<file path="src/inc/mde_pkg.sv">
// What this block does
// - Own pipeline keeps advancing beside integer pipeline
// - Booth multiplier, result words, divider, control
// - Pass count from narrow operand width only
// - Narrow multiply every cycle, wide every second
// - Back-to-back wide multiply stalls issue
// - Operand size detected from operand values
// - Divide produces one quotient bit per clock
// - Skip 23/15/7 iterations for short dividends
// - Issue during running divide stalls until done
// - Result-word multiply latency/repeat 1/1 or 2/2
// - Register-file multiply latency/repeat 2/1 or 3/2
// - Divide latency roughly 10 to 33 clocks
package mde_pkg;

  localparam int unsigned MDE_DATA_W = 32;
  localparam int unsigned MDE_CHUNK_W = 16;
  localparam int unsigned MDE_PROD_W = 51;
  localparam int unsigned MDE_CNT_W = 6;
  localparam int unsigned MDE_DIV_ITER = 32;
  localparam int unsigned MDE_SKIP_8 = 23;
  localparam int unsigned MDE_SKIP_16 = 15;
  localparam int unsigned MDE_SKIP_24 = 7;
  localparam int unsigned MDE_BYTE_W = 8;
  localparam int unsigned MDE_HALF_W = 16;
  localparam int unsigned MDE_TRI_W = 24;
  localparam logic [63:0] MDE_RESULT_RST = 64'h0;

  typedef enum logic [3:0] {
    MDE_OP_SIGNED_PRODUCT = 4'h0,
    MDE_OP_UNSIGNED_PRODUCT = 4'h1,
    MDE_OP_PRODUCT_ACCUMULATE_ADD = 4'h2,
    MDE_OP_UNSIGNED_PRODUCT_ACCUMULATE_ADD = 4'h3,
    MDE_OP_PRODUCT_ACCUMULATE_SUBTRACT = 4'h4,
    MDE_OP_UNSIGNED_PRODUCT_ACCUMULATE_SUBTRACT = 4'h5,
    MDE_OP_REGISTER_PRODUCT = 4'h6,
    MDE_OP_SIGNED_QUOTIENT = 4'h8,
    MDE_OP_UNSIGNED_QUOTIENT = 4'h9
  } mde_op_t;

  typedef enum logic [1:0] {
    MDE_PASS_SINGLE = 2'h0,
    MDE_PASS_FIRST = 2'h1,
    MDE_PASS_SECOND = 2'h3
  } mde_pass_t;

  typedef enum logic [1:0] {
    MDE_DIV_IDLE = 2'h0,
    MDE_DIV_RUN = 2'h1,
    MDE_DIV_DONE = 2'h3
  } mde_div_state_t;

  typedef struct packed {
    mde_op_t op;
    logic [31:0] left_operand;
    logic [31:0] narrow_operand;
  } mde_issue_t;

  typedef struct packed {
    logic [31:0] upper_result_word;
    logic [31:0] bottom_result_word;
  } mde_result_t;

endpackage : mde_pkg

</file>
<file path="src/logic/mde_mul_div_engine.sv">
`timescale 1ns/1ps
module mde_mul_div_engine import mde_pkg::*; (
  input wire logic clk_sys_i,
  input wire logic sys_rst_i,
  input wire logic issue_valid_i,
  input wire mde_issue_t issue_i,
  output logic issue_stall_o,
  output mde_result_t result_o,
  output logic gpr_valid_o,
  output logic [31:0] gpr_result_o,
  output logic div_busy_o
);

  // ----------------------------------------------------------------
  // Helpers
  // ----------------------------------------------------------------
  // True when v is the sign/zero extension of its low w bits
  function automatic logic fits_in(input logic [31:0] v, input logic sgn, input int unsigned w);
    logic ok;
    ok = 1'b1;
    for (int i = 0; i < 32; i++) begin
      if (sgn && i >= int'(w) - 1 && v[i] != v[31]) ok = 1'b0;
      if (!sgn && i >= int'(w) && v[i]) ok = 1'b0;
    end
    return ok;
  endfunction : fits_in

  function automatic logic [31:0] magnitude(input logic [31:0] v, input logic sgn);
    return (sgn && v[31]) ? (32'h0 - v) : v;
  endfunction : magnitude

  function automatic logic is_signed_product(input mde_op_t op);
    return op inside {MDE_OP_SIGNED_PRODUCT, MDE_OP_UNSIGNED_PRODUCT, MDE_OP_PRODUCT_ACCUMULATE_ADD,
                      MDE_OP_UNSIGNED_PRODUCT_ACCUMULATE_ADD, MDE_OP_PRODUCT_ACCUMULATE_SUBTRACT,
                      MDE_OP_UNSIGNED_PRODUCT_ACCUMULATE_SUBTRACT, MDE_OP_REGISTER_PRODUCT};
  endfunction : is_signed_product

  function automatic logic is_signed(input mde_op_t op);
    return op inside {MDE_OP_SIGNED_PRODUCT, MDE_OP_PRODUCT_ACCUMULATE_ADD,
                      MDE_OP_PRODUCT_ACCUMULATE_SUBTRACT, MDE_OP_REGISTER_PRODUCT, MDE_OP_SIGNED_QUOTIENT};
  endfunction : is_signed

  // ----------------------------------------------------------------
  // Issue decode
  // ----------------------------------------------------------------
  logic stall_reg;
  logic take;
  logic take_mul;
  logic take_div;
  logic iss_sgn;
  logic iss_wide;
  assign take = issue_valid_i && !stall_reg;
  assign take_mul = take && is_signed_product(issue_i.op);
  assign take_div = take && (issue_i.op inside {MDE_OP_SIGNED_QUOTIENT, MDE_OP_UNSIGNED_QUOTIENT});
  assign iss_sgn = is_signed(issue_i.op);
  assign iss_wide = !fits_in(issue_i.narrow_operand, iss_sgn, MDE_HALF_W);

  // ----------------------------------------------------------------
  // Multiplier passes
  // ----------------------------------------------------------------
  logic sec_pass_reg;
  mde_op_t held_op_reg;
  logic held_sgn_reg;
  logic [31:0] held_a_reg;
  logic [15:0] held_bhi_reg;
  logic [32:0] mcand;
  logic [17:0] mplier;
  logic [MDE_PROD_W-1:0] pass_prod;

  always_comb begin
    if (sec_pass_reg) begin
      mcand = {held_sgn_reg & held_a_reg[31], held_a_reg};
      mplier = {{2{held_sgn_reg & held_bhi_reg[15]}}, held_bhi_reg};
    end else if (iss_wide) begin
      mcand = {iss_sgn & issue_i.left_operand[31], issue_i.left_operand};
      mplier = {2'h0, issue_i.narrow_operand[15:0]};
    end else begin
      mcand = {iss_sgn & issue_i.left_operand[31], issue_i.left_operand};
      mplier = {{2{iss_sgn & issue_i.narrow_operand[15]}}, issue_i.narrow_operand[15:0]};
    end
  end

  mde_booth_mul u_booth (
    .clk_sys_i(clk_sys_i),
    .sys_rst_i(sys_rst_i),
    .mcand_i(mcand),
    .mplier_i(mplier),
    .prod_o(pass_prod)
  );

  always_ff @(posedge clk_sys_i) begin
    if (sys_rst_i) begin
      sec_pass_reg <= 1'b0;
      held_op_reg <= MDE_OP_SIGNED_PRODUCT;
      held_sgn_reg <= 1'b0;
      held_a_reg <= '0;
      held_bhi_reg <= '0;
    end else begin
      sec_pass_reg <= take_mul && iss_wide;
      if (take_mul) begin
        held_op_reg <= issue_i.op;
        held_sgn_reg <= iss_sgn;
        held_a_reg <= issue_i.left_operand;
        held_bhi_reg <= issue_i.narrow_operand[31:16];
      end
    end
  end

  // ----------------------------------------------------------------
  // Accumulate stage
  // ----------------------------------------------------------------
  logic p1_valid_reg;
  mde_op_t p1_op_reg;
  mde_pass_t p1_pass_reg;
  logic [MDE_PROD_W-1:0] first_part_reg;
  logic [63:0] full_prod;
  logic [63:0] hilo_now;
  logic [63:0] hilo_next;

  // stages advance on every clock, no outside hold
  always_ff @(posedge clk_sys_i) begin
    if (sys_rst_i) begin
      p1_valid_reg <= 1'b0;
      p1_op_reg <= MDE_OP_SIGNED_PRODUCT;
      p1_pass_reg <= MDE_PASS_SINGLE;
      first_part_reg <= '0;
    end else begin
      p1_valid_reg <= take_mul || sec_pass_reg;
      p1_op_reg <= sec_pass_reg ? held_op_reg : issue_i.op;
      if (sec_pass_reg) begin
        p1_pass_reg <= MDE_PASS_SECOND;
      end else if (iss_wide) begin
        p1_pass_reg <= MDE_PASS_FIRST;
      end else begin
        p1_pass_reg <= MDE_PASS_SINGLE;
      end
      if (p1_pass_reg == MDE_PASS_FIRST) first_part_reg <= pass_prod;
    end
  end

  assign hilo_now = {result_o.upper_result_word, result_o.bottom_result_word};

  always_comb begin
    if (p1_pass_reg == MDE_PASS_SECOND) begin
      full_prod = {{13{first_part_reg[MDE_PROD_W-1]}}, first_part_reg}
                + {pass_prod[MDE_DATA_W+MDE_CHUNK_W-1:0], 16'h0};
    end else begin
      full_prod = {{13{pass_prod[MDE_PROD_W-1]}}, pass_prod};
    end
    case (p1_op_reg)
      MDE_OP_PRODUCT_ACCUMULATE_ADD, MDE_OP_UNSIGNED_PRODUCT_ACCUMULATE_ADD: hilo_next = hilo_now + full_prod;
      MDE_OP_PRODUCT_ACCUMULATE_SUBTRACT, MDE_OP_UNSIGNED_PRODUCT_ACCUMULATE_SUBTRACT: hilo_next = hilo_now - full_prod;
      default: hilo_next = full_prod;
    endcase
  end

  logic mul_done;
  assign mul_done = p1_valid_reg && (p1_pass_reg != MDE_PASS_FIRST);

  // ----------------------------------------------------------------
  // Divider
  // ----------------------------------------------------------------
  mde_div_state_t div_state_reg;
  logic [MDE_CNT_W-1:0] div_cnt_reg;
  logic [31:0] div_rem_reg;
  logic [31:0] div_quo_reg;
  logic [31:0] div_den_reg;
  logic div_negq_reg;
  logic div_negr_reg;
  logic [33:0] trial;
  logic [31:0] dvd_mag;
  logic [5:0] skip;

  assign dvd_mag = magnitude(issue_i.left_operand, iss_sgn);
  assign trial = {1'b0, div_rem_reg, div_quo_reg[31]} - {2'h0, div_den_reg};

  always_comb begin
    if (fits_in(issue_i.left_operand, iss_sgn, MDE_BYTE_W)) begin
      skip = 6'(MDE_SKIP_8);
    end else if (fits_in(issue_i.left_operand, iss_sgn, MDE_HALF_W)) begin
      skip = 6'(MDE_SKIP_16);
    end else if (fits_in(issue_i.left_operand, iss_sgn, MDE_TRI_W)) begin
      skip = 6'(MDE_SKIP_24);
    end else begin
      skip = 6'h0;
    end
  end

  // one bit per clock, count from 32 minus skip
  always_ff @(posedge clk_sys_i) begin
    if (sys_rst_i) begin
      div_state_reg <= MDE_DIV_IDLE;
      div_cnt_reg <= '0;
      div_rem_reg <= '0;
      div_quo_reg <= '0;
      div_den_reg <= '0;
      div_negq_reg <= 1'b0;
      div_negr_reg <= 1'b0;
    end else begin
      if (take_div) begin
        div_state_reg <= MDE_DIV_RUN;
        div_cnt_reg <= MDE_CNT_W'(MDE_DIV_ITER) - skip;
        div_rem_reg <= '0;
        div_quo_reg <= dvd_mag << skip;
        div_den_reg <= magnitude(issue_i.narrow_operand, iss_sgn);
        div_negq_reg <= iss_sgn && (issue_i.left_operand[31] != issue_i.narrow_operand[31]);
        div_negr_reg <= iss_sgn && issue_i.left_operand[31];
      end else begin
        case (div_state_reg)
          MDE_DIV_RUN: begin
            if (!trial[33]) begin
              div_rem_reg <= trial[31:0];
              div_quo_reg <= {div_quo_reg[30:0], 1'b1};
            end else begin
              div_rem_reg <= {div_rem_reg[30:0], div_quo_reg[31]};
              div_quo_reg <= {div_quo_reg[30:0], 1'b0};
            end
            div_cnt_reg <= div_cnt_reg - 1'b1;
            if (div_cnt_reg == MDE_CNT_W'(1)) div_state_reg <= MDE_DIV_DONE;
          end
          MDE_DIV_DONE: div_state_reg <= MDE_DIV_IDLE;
          default: div_state_reg <= MDE_DIV_IDLE;
        endcase
      end
    end
  end

  // ----------------------------------------------------------------
  // Result words and outputs
  // ----------------------------------------------------------------
  logic gpr_pipe_vld_reg;
  logic [31:0] gpr_pipe_reg;

  always_ff @(posedge clk_sys_i) begin
    if (sys_rst_i) begin
      result_o <= MDE_RESULT_RST;
    end else if (div_state_reg == MDE_DIV_DONE) begin
      result_o.upper_result_word <= div_negr_reg ? (32'h0 - div_rem_reg) : div_rem_reg;
      result_o.bottom_result_word <= div_negq_reg ? (32'h0 - div_quo_reg) : div_quo_reg;
    end else if (mul_done && p1_op_reg != MDE_OP_REGISTER_PRODUCT) begin
      // written one edge after last pass
      result_o <= hilo_next;
    end
  end

  always_ff @(posedge clk_sys_i) begin
    if (sys_rst_i) begin
      gpr_pipe_vld_reg <= 1'b0;
      gpr_pipe_reg <= '0;
      gpr_valid_o <= 1'b0;
      gpr_result_o <= '0;
    end else begin
      gpr_pipe_vld_reg <= mul_done && p1_op_reg == MDE_OP_REGISTER_PRODUCT;
      gpr_pipe_reg <= full_prod[31:0];
      gpr_valid_o <= gpr_pipe_vld_reg;
      if (gpr_pipe_vld_reg) gpr_result_o <= gpr_pipe_reg;
    end
  end

  // divide holds issue until final bit
  always_ff @(posedge clk_sys_i) begin
    if (sys_rst_i) begin
      stall_reg <= 1'b0;
      div_busy_o <= 1'b0;
    end else begin
      stall_reg <= (take_mul && iss_wide) || take_div
                   || (div_state_reg == MDE_DIV_RUN && div_cnt_reg != MDE_CNT_W'(1));
      div_busy_o <= take_div || (div_state_reg == MDE_DIV_RUN);
    end
  end

  assign issue_stall_o = stall_reg;

endmodule : mde_mul_div_engine

</file>
<file path="src/logic/mde_booth_mul.sv">
`timescale 1ns/1ps
module mde_booth_mul import mde_pkg::*; (
  input wire logic clk_sys_i,
  input wire logic sys_rst_i,
  input wire logic [32:0] mcand_i,
  input wire logic [17:0] mplier_i,
  output logic [MDE_PROD_W-1:0] prod_o
);

  // ----------------------------------------------------------------
  // Radix-4 Booth recoding, nine digits over an 18-bit signed chunk
  // ----------------------------------------------------------------
  function automatic logic [MDE_PROD_W-1:0] booth(input logic [32:0] a, input logic [17:0] b);
    logic [MDE_PROD_W-1:0] acc;
    logic [MDE_PROD_W-1:0] ae;
    logic [18:0] bx;
    logic [2:0] trip;
    acc = '0;
    ae = {{18{a[32]}}, a};
    bx = {b, 1'b0};
    for (int i = 0; i < 9; i++) begin
      trip = bx[2*i +: 3];
      case (trip)
        3'h1, 3'h2: acc = acc + (ae << (2*i));
        3'h3: acc = acc + (ae << (2*i+1));
        3'h4: acc = acc - (ae << (2*i+1));
        3'h5, 3'h6: acc = acc - (ae << (2*i));
        default: acc = acc;
      endcase
    end
    return acc;
  endfunction : booth

  // ----------------------------------------------------------------
  // Pass register
  // ----------------------------------------------------------------
  always_ff @(posedge clk_sys_i) begin
    if (sys_rst_i) begin
      prod_o <= '0;
    end else begin
      prod_o <= booth(mcand_i, mplier_i);
    end
  end

endmodule : mde_booth_mul

</file>
<file path="config.mk">
export PLATFORM = sky130hd
export DESIGN_NAME = mde_mul_div_engine
export DESIGN_NICKNAME = d
export VERILOG_FILES = /design/src/inc/mde_pkg.sv /design/src/logic/mde_mul_div_engine.sv /design/src/logic/mde_booth_mul.sv
export SDC_FILE = /design/constraint.sdc
export NUM_CORES = 2
export LEC_CHECK = 0
export BUFFER_PORTS_ARGS = -buffer_cell sky130_fd_sc_hd__buf_4
export CORE_UTILIZATION = 60
export CTS_BUF_LIST = sky130_fd_sc_hd__clkbuf_4 sky130_fd_sc_hd__clkbuf_8
export DETAILED_ROUTE_END_ITERATION = 16
export PLACE_DENSITY = 0.78
export SKIP_CTS_REPAIR_TIMING = 1
export SLEW_MARGIN = 40
export SYNTH_ARGS = -nofsm -noshare
export SYNTH_HDL_FRONTEND = slang
export SYNTH_SLANG_ARGS = --single-unit
</file>
<file path="constraint.sdc">
create_clock -name clk_sys_i -period 49.4 [get_ports clk_sys_i]
set_input_delay 4.94 -clock clk_sys_i [delete_from_list [all_inputs] [get_ports clk_sys_i]]
set_output_delay 4.94 -clock clk_sys_i [all_outputs]
set_load 0.02 [all_outputs]
</file>
Word-level counts from Yosys, hierarchy flattened
Cells that the tools add are included.
{ "totals": {"inputBits": 71, "reg_bits": 401, "output_inout_bits": 99, "word_cells": 488} }
{ "classes": {"mux": 174, "addsub": 44, "n_eq_ne": 114, "bitwise": 5, "reduce_logical": 124, "shift": 1} }
{ "ops": {"columns": ["cell", "n"], "rows": [
  ["case mux 51 bit (4 select lines)", 8],
  ["adder 51 bit", 16],
  ["subtractor 51 bit", 16],
  ["two-way mux 51 bit", 8],
  ["two-way mux 32 bit", 7],
  ["two-way mux 64 bit", 3],
  ["case mux 51 bit (3 select lines)", 1],
  ["two-way mux 1 bit", 136],
  ["adder 64 bit", 2],
  ["case mux 64 bit (2 select lines)", 1],
  ["subtractor 1 x 32 -> 32 bit (first input constant)", 4],
  ["logical AND 1 bit", 91],
  ["equality test 3 bit (second input constant)", 24],
  ["subtractor 64 bit", 1],
  ["equality test 3 x 2 -> 1 bit (second input constant)", 16],
  ["!= test 1 bit", 41],
  ["OR reduction 2 bit", 19],
  ["two-way mux 18 bit", 2],
  ["subtractor 1 x 34 -> 35 bit (first input constant)", 1],
  ["subtractor 1 x 33 -> 34 bit (first input constant)", 1],
  ["subtractor 33 x 32 -> 34 bit", 1],
  ["two-way mux 33 bit", 1],
  ["left shift 32 x 6 -> 32 bit", 1],
  ["equality test 3 x 1 -> 1 bit (second input constant)", 8],
  ["26 further kinds", 53]
]} }

Longest topological paths before layout
{ "logic_depth": {"depth_word": 63, "depth_mapped": 109, "ltp_nobuf": 99} }

Cells and area by module
A second synthesis with hierarchy kept.
{ "hier_totals": {"hier_cells": 10428, "hier_area_um2": 73460.5} }
{ "by_module_without_submodules": {"columns": ["module", "instances", "seq_area_each_um2", "cells_per_inst", "area_per_inst_um2"], "rows": [
  ["mde_booth_mul", 1, 1021.0, 6793, 46355.7],
  ["mde_mul_div_engine", 1, 7006.7, 3635, 27104.7]
]} }

Least setup slack after synthesis
OpenSTA, ideal clock, no wires.
{ "synth_path": {"kind": "input to register", "from": "input issue_i[1] (netlist bit)", "to": "register u_booth.prod_o[50]", "n_path_buf": 7, "required_time_ps": 49341, "stages": 90, "path_slack_ps": 26719, "arrival_ps": 22622, "setup_time_ps": 59, "cell_sequence": "mux2i_1 clkbuf_1 clkbuf_1 buf_1 clkbuf_1 buf_1 ha_1 and2_1 clkbuf_1 clkbuf_1 nor2_1 xor2_1 ha_1 o21ai_0 a21oi_1 o21ai_0 a32oi_1 o31ai_1 [... 54 more ...] or2_2 a21oi_1 a31oi_1 a41oi_1 a21oi_1 a41o_1 o41ai_1 xnor2_1 a221o_1 ha_1 or2_2 a21o_1 o41ai_1 o21ai_0 xnor2_1 nor2_1 a211oi_1 a31o_1"} }
{ "synth_between": {"elab_chain_len": 28, "word_cells_on_any_way": 62, "classes_between": "add/sub: 32; eq/ne: 9; mux: 19; reduce/logical: 2"} }
{ "synth_lines": {"columns": ["item", "line", "text"], "rows": [
  ["start, declared", "mde_mul_div_engine.sv:6", "input wire mde_issue_t issue_i,"],
  ["two-way mux 18 bit (*)", "mde_mul_div_engine.sv:74", "end else if (iss_wide) begin"],
  ["two-way mux 18 bit (*)", "mde_mul_div_engine.sv:71", "if (sec_pass_reg) begin"],
  ["equality test 2 bit or equality test 2 x 1 -> 1 bit (tied branches)", "mde_booth_mul.sv:23", "case (trip)"],
  ["case mux 51 bit (3 select lines)", "mde_booth_mul.sv:23", null],
  ["two-way mux 51 bit", "mde_booth_mul.sv:38", "if (sys_rst_i) begin"],
  ["subtractor 51 bit (tied with other cells)", "mde_booth_mul.sv:27", "3'h5, 3'h6: acc = acc - (ae << (2*i));"],
  ["case mux 51 bit (4 select lines) (*)", "mde_booth_mul.sv:23", null],
  ["two-way mux 51 bit (*)", "mde_booth_mul.sv:38", null],
  ["[... 12 more ...]", null, null],
  ["subtractor 51 bit (tied with other cells)", "mde_booth_mul.sv:27", null],
  ["case mux 51 bit (4 select lines) (*)", "mde_booth_mul.sv:23", null],
  ["two-way mux 51 bit (*)", "mde_booth_mul.sv:38", null],
  ["subtractor 51 bit (tied with other cells)", "mde_booth_mul.sv:27", null],
  ["case mux 51 bit (4 select lines) (*)", "mde_booth_mul.sv:23", null],
  ["two-way mux 51 bit (*)", "mde_booth_mul.sv:38", null],
  ["subtractor 51 bit (tied with other cells)", "mde_booth_mul.sv:27", null],
  ["case mux 51 bit (4 select lines) (*)", "mde_booth_mul.sv:23", null],
  ["end signal, assigned", "mde_booth_mul.sv:41", "prod_o <= booth(mcand_i, mplier_i);"],
  ["end, declared", "mde_booth_mul.sv:7", "output logic [MDE_PROD_W-1:0] prod_o"]
]} }
Every way passes the cells marked *; elsewhere a longest branch is shown, timed or not. The select of a mux whose other input is x is not followed.
A chain may end at the register's enable or synchronous reset.

Final worst setup path
{ "layout_path": {"from": "input issue_i[33] (netlist bit)", "to": "register u_booth.prod_o[50]"} }
{ "layout_between": {"elab_chain_len": 27, "word_cells_on_any_way": 52, "classes_between": "add/sub: 34; mux: 18"} }
{ "layout_lines": {"columns": ["item", "line"], "rows": [
  ["two-way mux 33 bit (*)", "mde_mul_div_engine.sv:71"],
  ["subtractor 1 x 34 -> 35 bit or subtractor 1 x 33 -> 34 bit (tied branches)", "mde_booth_mul.sv:26, mde_booth_mul.sv:27"],
  ["case mux 51 bit (3 select lines)", "mde_booth_mul.sv:23"],
  ["two-way mux 51 bit", "mde_booth_mul.sv:38"],
  ["subtractor 51 bit (tied with other cells)", "mde_booth_mul.sv:27"],
  ["case mux 51 bit (4 select lines)", "mde_booth_mul.sv:23"],
  ["two-way mux 51 bit", "mde_booth_mul.sv:38"],
  ["subtractor 51 bit (tied with other cells)", "mde_booth_mul.sv:27"],
  ["[... 11 more ...]", null],
  ["subtractor 51 bit (tied with other cells)", "mde_booth_mul.sv:27"],
  ["case mux 51 bit (4 select lines)", "mde_booth_mul.sv:23"],
  ["two-way mux 51 bit", "mde_booth_mul.sv:38"],
  ["subtractor 51 bit (tied with other cells)", "mde_booth_mul.sv:27"],
  ["case mux 51 bit (4 select lines)", "mde_booth_mul.sv:23"],
  ["two-way mux 51 bit", "mde_booth_mul.sv:38"],
  ["subtractor 51 bit (tied with other cells)", "mde_booth_mul.sv:27"],
  ["case mux 51 bit (4 select lines) (*)", "mde_booth_mul.sv:23"]
]} }
Marked as above.

==> results.md <==
- Worst path slowest cell: o211a_1
- Root Driver: clkbuf_8
- Critical path type: primary input to register
- Nets@finish: 10.52k
- Post-synth EDFFs: 0
- Synth Instances: 9774
- Largest net degree at the start of global routing: ~130
- Synth Flop Type: dfxtp_1
- Post-synthesis sequential area ratio: 11.83%
- Status: complete, no violations
- Worst Slack Setup Final: 24.52 ns
- Leading area contributor after synthesis: ha_1
- Routed len/inst: 21.69 um
- Hold WC Path Type: register to register
- Drt initial violations: 7204
- Worst Hold Depth: 2
- PortBufs: approximately 170
- # DRC: 0
- Worst path most repeated cell: a21oi_1
- Avg Cell Area, Syn: a little under 7 um^2
- Number of antenna violations at the first check in global routing: 7
- Worst-Margin Slew: 0.8708 ns
- Number of global-route vias before repair: 68.18k
- GPL Wtd Cong: 1.007
- Final min period: 24.88 ns
- Final core occ: between 60% and 70%
- First drt pass iteration count: 7
- Worst EP required: 50.02 ns
- Synth top area cells: ha_1 14%, dfxtp_1 12%, xnor2_1 10%
- Post-Syn Area: 67880 um^2
- Chip width: 338.4 um
- CTS buffer count: 61
- Max-slew headroom: 41.33%
- Critical path startpoint category: primary input
- Die area: roughly 110000 um^2
- Worst-path clk slew: 0.07 ns
- Final Hold Viols: 0
- Starting Density: 60.42%
- Setup-failing EPs final: 0
- Vias/cell: 6.508
- # Max-Cap Violations: 0
- Die height: about 340 um
- Post-synth top area share: 14.43%
- Hpwl dp: 189.3 mm
- Unrepaired setup endpoints after global routing: false
- Global-route usage over all layers: between 40 and 50%
- Routed wire length: 242.9 mm
- TNS Setup: 0 ns
- F_max: 40.19 MHz
- Core area: between 100000 and 150000 um^2
- Crit path largest cell delay: 0.72 ns
- Worst Path Max Fanout: 19
- Ys async rst share: 0%
- Clock skew: 0.03596 ns
- Clk Latency, worst-skew pair: 0.71 ns
- # IOs: 170
- Final ANT Viol Nets: 0
- Multi-input logic area: 56630 um^2
- Ratio of cells with drive above 1 in the final layout: 6.890%
- Reg2Reg Depth: 89
- Max reg flops: 64
- Syn Nets: 10.65k
- Dpl ws: 24.36 ns
- Period Utilization, post-route: 50.37%
- H-tree Lvls: 2
- Layout area overhead: 6.451%
- Filler cell count: 10.36k
- Synth warn: 0
- Row Count: 123
- CTS Buffer Depth: 3
- Slew Limit Fails: 0
- Worst EP arrival: 25.50 ns
- Sink Count: 401
- Most frequent cells in the layout: 1146 x nand2_1, 1034 x nor2_1, 1008 x a21oi_1, 782 x ha_1, 781 x xnor2_1
- Most common cell after layout, fill and taps aside: nand2_1
- Seq cells post-synth: around 400
- CTS tree: built
- First-pass GRT wire length: 375.5 mm
- Setup crit end kind: register
- Yosys cell types: 120
- Total number of vias: 72.89k
- Register area: 8038 um^2
- Grt total ovfl: 0
-- cell usage after synthesis (all sizes together) (99+ instances only) --
library cell	n
nand2b	106
nor3	227
a211oi	156
clkbuf	437
nor2b	100
o211ai	124
nor2	1046
o21ai	559
xnor2	784
nand3	142
ha	783
a21oi	1022
a31oi	99
nand2	1155
inv	474
xor2	363
a21o	191
dfxtp	401
a21boi	100
mux2i	164
-- area by class of cell --
cell class / count / area share [%]
diodes: 4 / 0.01385
clock buffers: 84 / 1.522
clock inverters: 31 / 0.4433
inverters: 474 / 2.462
multi-input cells: 8384 / 78.37
flip-flops and latches: 401 / 11.12
well taps: 1500 / 2.597
repair buffers: 321 / 3.470
-- per-layer routing --
layer	vias to the layer above	part of all wire (%)	global-route usage, %
li1	34550	-	-
met1	33790	39	49.59
met2	3632	44	64.90
met3	913	8.9	5.183
met4	0	8.1	29.28
met5	-	0	0
-- through the flow --
step / hold slack, ns / instances / area, um^2
after floorplan: 0.4230 / 9774 / 67880
final: 0.4515 / 11200 / 72260
after global routing: 0.4631 / 11200 / 72260
after global placement: 0.4407 / 11070 / 70600
after detailed placement: 0.4476 / 11080 / 70760
after CTS: 0.4560 / 11190 / 72180
-- worst max-delay path, delay by kind of cell --
family / cells / cell delay [ns]
AO/OA/AOI/OAI: 46 / 11.02
XOR/XNOR: 8 / 1.27
adder cells (fa/ha/maj): 9 / 2.95
buffers and inverters: 6 / 0.98
multiplexers: 1 / 0.14
AND/OR/NAND/NOR: 20 / 4.17
-- cell families after synthesis --
family / Yosys count / share of synthesized area [%]
flops: 401 / 11.83
compound gates: 3029 / 28.78
buf+inv: 989 / 5.561
simple gates: 3224 / 21.30
mux: 178 / 2.685
fa+ha+maj: 806 / 15.04
xor+xnor: 1147 / 14.81
-- path summary, 6_finish.rpt --
| path | start | endpoint | slack [ns] |
|---|---|---|---|
| setup / recovery | issue_i[33] | u_booth.prod_o[50] | 24.52 |
| hold / removal | gpr_pipe_reg[14] | gpr_result_o[14] | 0.45 |
| setup reg to reg | sec_pass_reg | u_booth.prod_o[50] | 28.10 |
| hold reg to reg | gpr_pipe_reg[14] | gpr_result_o[14] | 0.45 |
Power is not shown: default switching activity piles up to over one toggle a cycle in this logic, so the estimate is an artifact.
